==> config.mk <==
export PLATFORM = sky130hd
export DESIGN_NAME = resistance_frequency_converter
export DESIGN_NICKNAME = d
export VERILOG_FILES = /design/src/hw/rfc_pkg.sv /design/src/hw/resistance_frequency_converter.sv
export SDC_FILE = /design/constraint.sdc
export NUM_CORES = 1
export LEC_CHECK = 0
export BUFFER_PORTS_ARGS = -buffer_cell sky130_fd_sc_hd__buf_2
export CAP_MARGIN = 15
export CORE_ASPECT_RATIO = 1.2
export CORE_MARGIN = 2
export CORE_UTILIZATION = 57
export DETAILED_ROUTE_END_ITERATION = 12
export GPL_ROUTABILITY_DRIVEN = 0
export GPL_TIMING_DRIVEN = 0
export PLACE_DENSITY = 0.87
export REMOVE_ABC_BUFFERS = 1
export SLEW_MARGIN = 30
export SYNTH_ARGS = -nofsm -noshare
export SYNTH_HDL_FRONTEND = slang
export SYNTH_SLANG_ARGS = --single-unit
==> constraint.sdc <==
create_clock -name I_SYS_CLK -period 3.9 [get_ports I_SYS_CLK]
set_clock_uncertainty 0.05 [all_clocks]
set_input_delay 0.195 -clock I_SYS_CLK [delete_from_list [all_inputs] [get_ports I_SYS_CLK]]
set_output_delay 0.195 -clock I_SYS_CLK [all_outputs]
set_load 0.02 [all_outputs]
==> src/hw/rfc_pkg.sv <==
// Purpose: constants and types for the resistance to frequency converter channel
// Assumes: one channel per instance, 20 MHz operating clock
// Notes: control bits travel as packed structs
package rfc_pkg;
  localparam int CNT_W = 24;
  localparam logic [23:0] CNT_RESET = 24'h00_0000;
  localparam logic [23:0] CNT_ALL_ONES = 24'hff_ffff;
  localparam logic [1:0] MODE_DC = 2'h0;
  localparam logic [1:0] MODE_AC = 2'h1;
  localparam int FLAG_REF_DONE = 0;
  localparam int FLAG_TB_OVF = 1;
  localparam int FLAG_SEN_A_DONE = 2;
  localparam int FLAG_SEN_B_DONE = 3;
  localparam int FLAG_MEAS_OVF = 4;
  localparam logic [4:0] FLAGS_RESET = 5'h00;

  typedef enum logic [1:0] {
    ST_IDLE = 2'b00,
    ST_REF = 2'b01,
    ST_SEN_A = 2'b10,
    ST_SEN_B = 2'b11
  } phase_e;

  // software control bits and strobes
  typedef struct packed {
    logic channel_enable;
    logic [1:0] oscillation_mode_select;
    logic external_clock_mode_enable;
    logic trig_write;
    logic reference_start;
    logic sensor_a_start;
    logic sensor_b_start;
  } ctrl_s;

  // counter preset strobes and values
  typedef struct packed {
    logic meas_load;
    logic [23:0] meas_value;
    logic tb_load;
    logic [23:0] tb_value;
  } preset_s;
endpackage

==> src/hw/resistance_frequency_converter.sv <==
// Purpose: one channel sequencer of the resistance to frequency converter
// Assumes: oscillation and external clocks arrive synchronous to I_SYS_CLK
// Notes: flags clear by write-one; a set in the same cycle wins over the clear
`timescale 1ns/1ps
`default_nettype none
module resistance_frequency_converter (
  input wire logic I_SYS_CLK,
  input wire logic I_RST_N,
  input wire rfc_pkg::ctrl_s I_CTRL,
  input wire rfc_pkg::preset_s I_PRESET,
  input wire logic [4:0] I_FLAG_CLEAR,
  input wire logic [4:0] I_IRQ_ENABLE,
  input wire logic I_OSC_CLK,
  input wire logic I_EXT_CLK,
  output logic O_REF_DRIVE,
  output logic O_SEN_A_DRIVE,
  output logic O_SEN_B_DRIVE,
  output logic [2:0] O_START_STATUS,
  output logic [23:0] O_MEAS_COUNT,
  output logic [23:0] O_TB_COUNT,
  output logic [4:0] O_FLAGS,
  output logic [4:0] O_IRQ
);
  import rfc_pkg::*;

  phase_e phase_r, phase_nxt;
  logic [23:0] meas_r, meas_nxt;
  logic [23:0] tb_r, tb_nxt;
  logic [4:0] flags_r, flags_nxt;
  logic [4:0] irq_r, irq_nxt;
  logic [2:0] drive_r, drive_nxt;
  logic cnt_clk_d_r, cnt_clk_d_nxt;
  logic cnt_clk, cnt_edge;
  logic meas_wrap, tb_wrap, tb_zero;
  logic ac_mode;

  // counter increment with wrap detection
  function automatic logic [24:0] inc24(input logic [23:0] v);
    inc24 = {1'b0, v} + 25'd1;
  endfunction

  // source select and rising edge detect of the counting clock
  always_comb begin
    cnt_clk = I_CTRL.external_clock_mode_enable ? I_EXT_CLK : I_OSC_CLK;
    cnt_edge = cnt_clk & ~cnt_clk_d_r;
    cnt_clk_d_nxt = cnt_clk;
    ac_mode = (I_CTRL.oscillation_mode_select == MODE_AC);
    meas_wrap = cnt_edge && (meas_r == CNT_ALL_ONES);
    tb_wrap = (tb_r == CNT_ALL_ONES);
    tb_zero = (tb_r == 24'h00_0001);
  end

  // phase sequencing, counters and flags
  always_comb begin
    logic [24:0] m_inc;
    logic [24:0] t_inc;
    m_inc = inc24(meas_r);
    t_inc = inc24(tb_r);
    phase_nxt = phase_r;
    meas_nxt = meas_r;
    tb_nxt = tb_r;
    flags_nxt = flags_r & ~I_FLAG_CLEAR;
    case (phase_r)
      ST_IDLE: begin
        // counters hold until written or restarted
        if (I_CTRL.trig_write && I_CTRL.channel_enable) begin
          if (I_CTRL.reference_start) begin
            phase_nxt = ST_REF;
          end else if (I_CTRL.sensor_a_start) begin
            phase_nxt = ST_SEN_A;
            meas_nxt = CNT_RESET;
          end else if (I_CTRL.sensor_b_start && !ac_mode) begin
            phase_nxt = ST_SEN_B;
            meas_nxt = CNT_RESET;
          end
        end
      end
      ST_REF: begin
        if (I_CTRL.trig_write && I_CTRL.channel_enable && !I_CTRL.reference_start) begin
          phase_nxt = ST_IDLE;
        end else begin
          if (cnt_edge) begin
            meas_nxt = m_inc[23:0];
          end
          tb_nxt = t_inc[23:0];
          if (meas_wrap || tb_wrap) begin
            phase_nxt = ST_IDLE;
          end
          if (meas_wrap) begin
            flags_nxt[FLAG_REF_DONE] = 1'b1;
          end
          if (tb_wrap) begin
            flags_nxt[FLAG_TB_OVF] = 1'b1;
          end
        end
      end
      ST_SEN_A, ST_SEN_B: begin
        if (I_CTRL.trig_write && I_CTRL.channel_enable &&
            !(phase_r == ST_SEN_A ? I_CTRL.sensor_a_start : I_CTRL.sensor_b_start)) begin
          phase_nxt = ST_IDLE;
        end else if (tb_r == CNT_RESET) begin
          phase_nxt = ST_IDLE;
          flags_nxt[phase_r == ST_SEN_A ? FLAG_SEN_A_DONE : FLAG_SEN_B_DONE] = 1'b1;
        end else begin
          if (cnt_edge) begin
            meas_nxt = m_inc[23:0];
          end
          tb_nxt = tb_r - 24'h00_0001;
          if (tb_zero) begin
            phase_nxt = ST_IDLE;
            flags_nxt[phase_r == ST_SEN_A ? FLAG_SEN_A_DONE : FLAG_SEN_B_DONE] = 1'b1;
          end else if (meas_wrap) begin
            phase_nxt = ST_IDLE;
            flags_nxt[FLAG_MEAS_OVF] = 1'b1;
          end
        end
      end
      default: begin
        phase_nxt = ST_IDLE;
      end
    endcase
    // a software preset wins over counting in the same cycle
    if (I_PRESET.meas_load) begin
      meas_nxt = I_PRESET.meas_value;
    end
    if (I_PRESET.tb_load) begin
      tb_nxt = I_PRESET.tb_value;
    end
    irq_nxt = flags_nxt & I_IRQ_ENABLE;
  end

  // drive and start status bits follow the next phase
  always_comb begin
    drive_nxt[0] = (phase_nxt == ST_REF);
    drive_nxt[1] = (phase_nxt == ST_SEN_A);
    drive_nxt[2] = (phase_nxt == ST_SEN_B);
  end

  // state registers
  always_ff @(posedge I_SYS_CLK or negedge I_RST_N) begin
    if (!I_RST_N) begin
      phase_r <= ST_IDLE;
      meas_r <= CNT_RESET;
      tb_r <= CNT_RESET;
      flags_r <= FLAGS_RESET;
      irq_r <= FLAGS_RESET;
      cnt_clk_d_r <= 1'b0;
      drive_r <= 3'b000;
    end else begin
      phase_r <= phase_nxt;
      meas_r <= meas_nxt;
      tb_r <= tb_nxt;
      flags_r <= flags_nxt;
      irq_r <= irq_nxt;
      cnt_clk_d_r <= cnt_clk_d_nxt;
      drive_r <= drive_nxt;
    end
  end

  // outputs straight from flip-flops
  always_comb begin
    O_REF_DRIVE = drive_r[0];
    O_SEN_A_DRIVE = drive_r[1];
    O_SEN_B_DRIVE = drive_r[2];
    O_START_STATUS = drive_r;
    O_MEAS_COUNT = meas_r;
    O_TB_COUNT = tb_r;
    O_FLAGS = flags_r;
    O_IRQ = irq_r;
  end

  // measurement wrap ends the reference phase normally
  a_ref_done_flag: assert property (@(posedge I_SYS_CLK) disable iff (!I_RST_N)
    (phase_r == ST_REF && meas_wrap && !I_CTRL.trig_write) |=> (flags_r[FLAG_REF_DONE] && phase_r == ST_IDLE))
    else $error("reference done not raised on wrap");

  // time base wrap ends the reference phase with an error
  a_tb_ovf_flag: assert property (@(posedge I_SYS_CLK) disable iff (!I_RST_N)
    (phase_r == ST_REF && tb_wrap && !I_CTRL.trig_write) |=> (flags_r[FLAG_TB_OVF] && phase_r == ST_IDLE))
    else $error("time base overflow not flagged");

  // time base climbs by one per cycle in the reference phase
  a_ref_tb_counts: assert property (@(posedge I_SYS_CLK) disable iff (!I_RST_N)
    (phase_r == ST_REF && phase_nxt == ST_REF && !I_PRESET.tb_load) |=> (tb_r == $past(tb_r) + 24'h00_0001))
    else $error("time base not counting up");

  // sensor a finishes when the time base reaches zero
  a_sen_done_flag: assert property (@(posedge I_SYS_CLK) disable iff (!I_RST_N)
    (phase_r == ST_SEN_A && tb_zero && !I_CTRL.trig_write) |=> (flags_r[FLAG_SEN_A_DONE] && tb_r == CNT_RESET))
    else $error("sensor a done not raised at zero");

  // measurement wrap in a sensor phase is an error
  a_meas_ovf_flag: assert property (@(posedge I_SYS_CLK) disable iff (!I_RST_N)
    ((phase_r == ST_SEN_A || phase_r == ST_SEN_B) && meas_wrap && !tb_zero && tb_r != CNT_RESET
     && !I_CTRL.trig_write) |=> flags_r[FLAG_MEAS_OVF])
    else $error("measurement overflow not flagged");

  // irq lines are the flags masked by last cycle's enables
  a_irq_gate: assert property (@(posedge I_SYS_CLK) disable iff (!I_RST_N)
    ##1 (O_IRQ == (O_FLAGS & $past(I_IRQ_ENABLE))))
    else $error("irq not gated by enable");

  // a zero to the active start bit stops and freezes both counters
  a_abort_holds: assert property (@(posedge I_SYS_CLK) disable iff (!I_RST_N)
    (phase_r != ST_IDLE && I_CTRL.trig_write && I_CTRL.channel_enable && !I_CTRL.reference_start
     && !I_CTRL.sensor_a_start && !I_CTRL.sensor_b_start && !I_PRESET.meas_load && !I_PRESET.tb_load)
    |=> (phase_r == ST_IDLE && tb_r == $past(tb_r) && meas_r == $past(meas_r)))
    else $error("abort did not hold counters");

  // a disabled channel never leaves idle
  a_disabled_ignore: assert property (@(posedge I_SYS_CLK) disable iff (!I_RST_N)
    (phase_r == ST_IDLE && !I_CTRL.channel_enable) |=> (phase_r == ST_IDLE))
    else $error("start accepted while disabled");

  // ac mode has no sensor b path
  a_ac_no_b: assert property (@(posedge I_SYS_CLK) disable iff (!I_RST_N)
    (phase_r == ST_IDLE && ac_mode) |=> (phase_r != ST_SEN_B))
    else $error("sensor b started in ac mode");

  // stopped counters keep their values
  a_idle_hold: assert property (@(posedge I_SYS_CLK) disable iff (!I_RST_N)
    (phase_r == ST_IDLE && phase_nxt == ST_IDLE && !I_PRESET.meas_load && !I_PRESET.tb_load)
    |=> (meas_r == $past(meas_r) && tb_r == $past(tb_r)))
    else $error("counters moved while stopped");

  // measurement advances by one on a counting edge
  a_ref_meas_count: assert property (@(posedge I_SYS_CLK) disable iff (!I_RST_N)
    (phase_r == ST_REF && phase_nxt == ST_REF && cnt_edge && !I_PRESET.meas_load)
    |=> (meas_r == $past(meas_r) + 24'h00_0001))
    else $error("measurement not counting on edge");

  // measurement stands still between counting edges
  a_meas_no_edge: assert property (@(posedge I_SYS_CLK) disable iff (!I_RST_N)
    (phase_r == ST_REF && !cnt_edge && !I_PRESET.meas_load) |=> (meas_r == $past(meas_r)))
    else $error("measurement moved without edge");

  // time base counts down by one in a sensor phase
  a_sen_tb_down: assert property (@(posedge I_SYS_CLK) disable iff (!I_RST_N)
    ((phase_r == ST_SEN_A || phase_r == ST_SEN_B) && phase_nxt == phase_r && !I_PRESET.tb_load)
    |=> (tb_r == $past(tb_r) - 24'h00_0001))
    else $error("time base not counting down");

  // a sensor start clears the measurement counter
  a_sen_meas_clear: assert property (@(posedge I_SYS_CLK) disable iff (!I_RST_N)
    (phase_r == ST_IDLE && (phase_nxt == ST_SEN_A || phase_nxt == ST_SEN_B) && !I_PRESET.meas_load)
    |=> (meas_r == CNT_RESET))
    else $error("measurement not cleared at sensor start");

  // reference start raises the drive and its status bit
  a_ref_start: assert property (@(posedge I_SYS_CLK) disable iff (!I_RST_N)
    (phase_r == ST_IDLE && I_CTRL.trig_write && I_CTRL.channel_enable && I_CTRL.reference_start)
    |=> (O_REF_DRIVE && O_START_STATUS == 3'b001))
    else $error("reference start not taken");

  // sensor a start raises its drive
  a_sen_a_start: assert property (@(posedge I_SYS_CLK) disable iff (!I_RST_N)
    (phase_r == ST_IDLE && I_CTRL.trig_write && I_CTRL.channel_enable && !I_CTRL.reference_start
     && I_CTRL.sensor_a_start) |=> O_SEN_A_DRIVE)
    else $error("sensor a start not taken");

  // registered status tracks the running phase
  a_status_phase: assert property (@(posedge I_SYS_CLK) disable iff (!I_RST_N)
    O_START_STATUS == {phase_r == ST_SEN_B, phase_r == ST_SEN_A, phase_r == ST_REF})
    else $error("start status does not match phase");

  // at most one network is driven at a time
  a_drive_onehot: assert property (@(posedge I_SYS_CLK) disable iff (!I_RST_N)
    $onehot0({O_SEN_B_DRIVE, O_SEN_A_DRIVE, O_REF_DRIVE}))
    else $error("more than one network driven");

  // sensor b finishes when the time base reaches zero
  a_sen_b_done: assert property (@(posedge I_SYS_CLK) disable iff (!I_RST_N)
    (phase_r == ST_SEN_B && tb_zero && !I_CTRL.trig_write) |=> (flags_r[FLAG_SEN_B_DONE] && phase_r == ST_IDLE))
    else $error("sensor b done not raised at zero");

  // time base wrap leaves zero and stops the drive
  a_ref_tb_wrap: assert property (@(posedge I_SYS_CLK) disable iff (!I_RST_N)
    (phase_r == ST_REF && tb_wrap && !I_CTRL.trig_write && !I_PRESET.tb_load)
    |=> (tb_r == CNT_RESET && !O_REF_DRIVE))
    else $error("reference not stopped on time base wrap");

  // measurement wrap in a sensor phase stops at zero
  a_sen_meas_wrap: assert property (@(posedge I_SYS_CLK) disable iff (!I_RST_N)
    ((phase_r == ST_SEN_A || phase_r == ST_SEN_B) && meas_wrap && !tb_zero && tb_r != CNT_RESET
     && !I_CTRL.trig_write && !I_PRESET.meas_load) |=> (meas_r == CNT_RESET && phase_r == ST_IDLE))
    else $error("sensor not stopped on measurement wrap");

  // external pulses count in place of the oscillator
  a_ext_count: assert property (@(posedge I_SYS_CLK) disable iff (!I_RST_N)
    (phase_r == ST_REF && phase_nxt == ST_REF && I_CTRL.external_clock_mode_enable && I_EXT_CLK
     && !cnt_clk_d_r && !I_PRESET.meas_load) |=> (meas_r == $past(meas_r) + 24'h00_0001))
    else $error("external pulse not counted");

  // main scenarios
  c_ref_done: cover property (@(posedge I_SYS_CLK) disable iff (!I_RST_N)
    phase_r == ST_REF ##1 flags_r[FLAG_REF_DONE]);
  c_sen_a_done: cover property (@(posedge I_SYS_CLK) disable iff (!I_RST_N)
    phase_r == ST_SEN_A ##1 flags_r[FLAG_SEN_A_DONE]);
  c_sen_b_ovf: cover property (@(posedge I_SYS_CLK) disable iff (!I_RST_N)
    phase_r == ST_SEN_B ##1 flags_r[FLAG_MEAS_OVF]);
  c_abort: cover property (@(posedge I_SYS_CLK) disable iff (!I_RST_N)
    phase_r == ST_REF ##1 (phase_r == ST_IDLE && !flags_r[FLAG_REF_DONE] && !flags_r[FLAG_TB_OVF]));
  c_tb_ovf: cover property (@(posedge I_SYS_CLK) disable iff (!I_RST_N)
    phase_r == ST_REF ##1 flags_r[FLAG_TB_OVF]);
endmodule
`default_nettype wire

==> flow_summary.ini <==
[worst_hold_path]
hp-start = I_PRESET[45]
holdPathEnd = O_MEAS_COUNT[20]
min_path_type = in -> reg
min_path_cells = 3

[floorplanning]
ios = 136
placementRows = 36
die_w_um = 86.9
die_h_um = 103
dieArea_um2 = 8990
initial_utilization_pct = 58.3
core_um2 = 8060

[clock_network]
holdBufCountCts = 22
cts-root-buf = clkbuf_8
clk_latency_ns = 0.37
clock_path_buffers = 2
cts_tree = yes
htreeDepth = 3
numCtsBuffers = 9
cts_setup_buffers = 0
cts_resized = 0
path_clk_slew_ns = 0.09
cts.sinks = 64

[routing]
antenna_left = 0
first_pass_iters = 5
drt-wirelength-per-cell_um = 19.1
wirelength_um = 15100
drc = 0
drt-initial-drc-count = 584
vias = 5445
viasPerCell = 6.92

[logic_synthesis]
avgSynthCellArea_um2 = 8.30
synth_most_common_cell = dfrtp_1
synth_edf_count = 0
synth_top_cells_by_count = dfrtp_1, nand2_1, clkbuf_1, nor2_1, o311ai_0
yosysTopAreaCellShare_pct = 34.1
yosysSeqAreaShare_pct = 34.1
synth_flop_cell = dfrtp_1
synthDistinctLibCells = 65
synth_warnings = 0
async_flop_share_pct = 100
synth_top_area_cell = dfrtp_1
ys_ff_latch = 64
synth.area.top_cells = dfrtp_1, o311ai_0, nand2_1
syn_inst = 566
netlist_area_um2 = 4700

[pwr]
vdd_drop_max_mv = 0.207
p_total_mw = 2.07
p_leak_nw = 2.40
pwr_density_cell_nw_per_um2 = 357

[worst_setup_path]
path_class = reg -> reg
critPathRequiredTime_ns = 4.06
arrival_ns = 3.37
r2r_slack_ns = 0.68
r2r_end = O_MEAS_COUNT[2]
critPathLaunchType = register
end_kind = register
r2r-start = phase_r[1]
rr_worst_depth = 5
crit_fanout = 22

[global_routing]
grt_pass1_vias = 4909
antenna_found_initial = 0
grt_usage_pct = 33.3
grt_overflow = 0
grt_start_max_net_pins = 46
grt_pass1_wl_um = 23900

[sta]
rsz0062_at_grt = false
final-setup-viol-count = 0
min_period_ns = 3.22
drv_slew = 0
fin_crit_sh_pct = 82.4
hold_violations = 0
worst_slew_pin_slew_ns = 0.908
setup_tns_ns = 0
max_freq_mhz = 311
slew_headroom_pct = 38.9
worst_slack_ns = 0.685

[final_layout]
fin_cells = 787
drive_gt1_share_pct = 27.7
fin_nets = 764
n_antenna_cell = 0
nFillCells = 612
area_growth_pct = 23.3
utilization_pct = 71.9

[job]
maxCapViolations = 0

[placed_design]
hpwl_um = 9960
port_buffers = 135
placedCellCount = 748
dp_slack_ns = 0.757

[outcome]
status = completed
final cells by class:
cell class	instances	area, µm²	area share [%]
multi-input combinational	423	2800	48.2
sequential	64	1600	27.6
timing repair buffer	164	982	16.9
clock buffer	9	124	2.14
tap	95	119	2.05
inverter	25	93.8	1.62
clock inverter	7	80.1	1.38
power breakdown:
group          switching, mW  internal (mW)
combinational          0.362          0.232
clock                  0.317          0.300
sequential             0.133          0.725
kinds of logic (layout without fill, tap and decap cells):
| kind of cell | count (synthesis) | in the layout | share of synthesized area, % |
|---|---|---|---|
| adder cells (fa/ha/maj) | 5 | 5 | 1.33 |
| multiplexers | 5 | 5 | 1.09 |
| buffers and inverters | 79 | 205 | 7.03 |
| AO/OA/AOI/OAI | 160 | 160 | 26.0 |
| AND/OR/NAND/NOR | 252 | 252 | 30.2 |
| flip-flops | 64 | 64 | 34.1 |
| XOR/XNOR | 1 | 1 | 0.186 |
metrics by stage:
stage	cell area, µm²	hold WS (ns)
4_1_cts	5780	0.00163
3_3_place_gp	5260	0.341
6_report	5800	0.00829
5_1_grt	5800	0.0206
2_1_floorplan	4460	-0.151
3_5_place_dp	5360	0.103
worst max path at each step:
stage	startpoint	end	slack [ns]	cells past startpoint
floorplan	O_TB_COUNT[23]	O_MEAS_COUNT[0]	-0.38	5
global placement	phase_r[1]	O_MEAS_COUNT[0]	-1.84	5
detailed placement	phase_r[1]	O_MEAS_COUNT[2]	0.76	5
CTS	phase_r[1]	O_TB_COUNT[3]	0.73	5
global route	phase_r[1]	O_MEAS_COUNT[2]	0.56	5
finish	phase_r[1]	O_MEAS_COUNT[2]	0.68	5
flip-flops by register name, summed over array words and instances (netlist names):
signal and flops:
cnt_clk_d_r 1, O_MEAS_COUNT 24, O_START_STATUS 3, O_FLAGS 5, phase_r 2, O_IRQ 5
O_TB_COUNT 24
layout by cell type (no fill, tap or decap), types with 3 or more instances in the layout:
master / count
buf_2: 134
dfrtp_1: 64
nand2_1: 50
nor2_1: 35
o311ai_0: 35
a31oi_1: 27
inv_1: 25
nand3_1: 22
dlygate4sd3_1: 22
nor3_1: 19
or2_2: 18
nor4_1: 15
or4_1: 15
nand4_1: 15
o31ai_1: 14
o41ai_1: 13
a21oi_1: 12
nor2b_1: 10
clkbuf_8: 9
and4_1: 8
o211ai_1: 8
and2_1: 8
a32oi_1: 8
nand2b_1: 6
o22ai_1: 6
ha_1: 5
buf_6: 5
mux2i_1: 4
o21ai_0: 4
and3_1: 4
a2bb2oi_1: 4
nor3b_1: 4
or3_1: 3
or4b_2: 3
a22oi_1: 3
clkinv_4: 3
worst max-delay path, cell delays in order, from the launching register on:
cell      delay, ns
dfrtp_1        0.80
inv_1          0.25
or4b_4         0.61
or4_1          0.79
nand2_1        0.38
o311ai_0       0.16
metal layers:
layer	GRT usage, %	vias to the layer above	part of all wire (%)
met2	55.1	392	49
met5	0	-	0
met1	41.7	2542	38
li1	-	2455	-
met3	6.27	56	9.8
met4	16.5	0	3.4
Power figures use the tool's default switching activity.
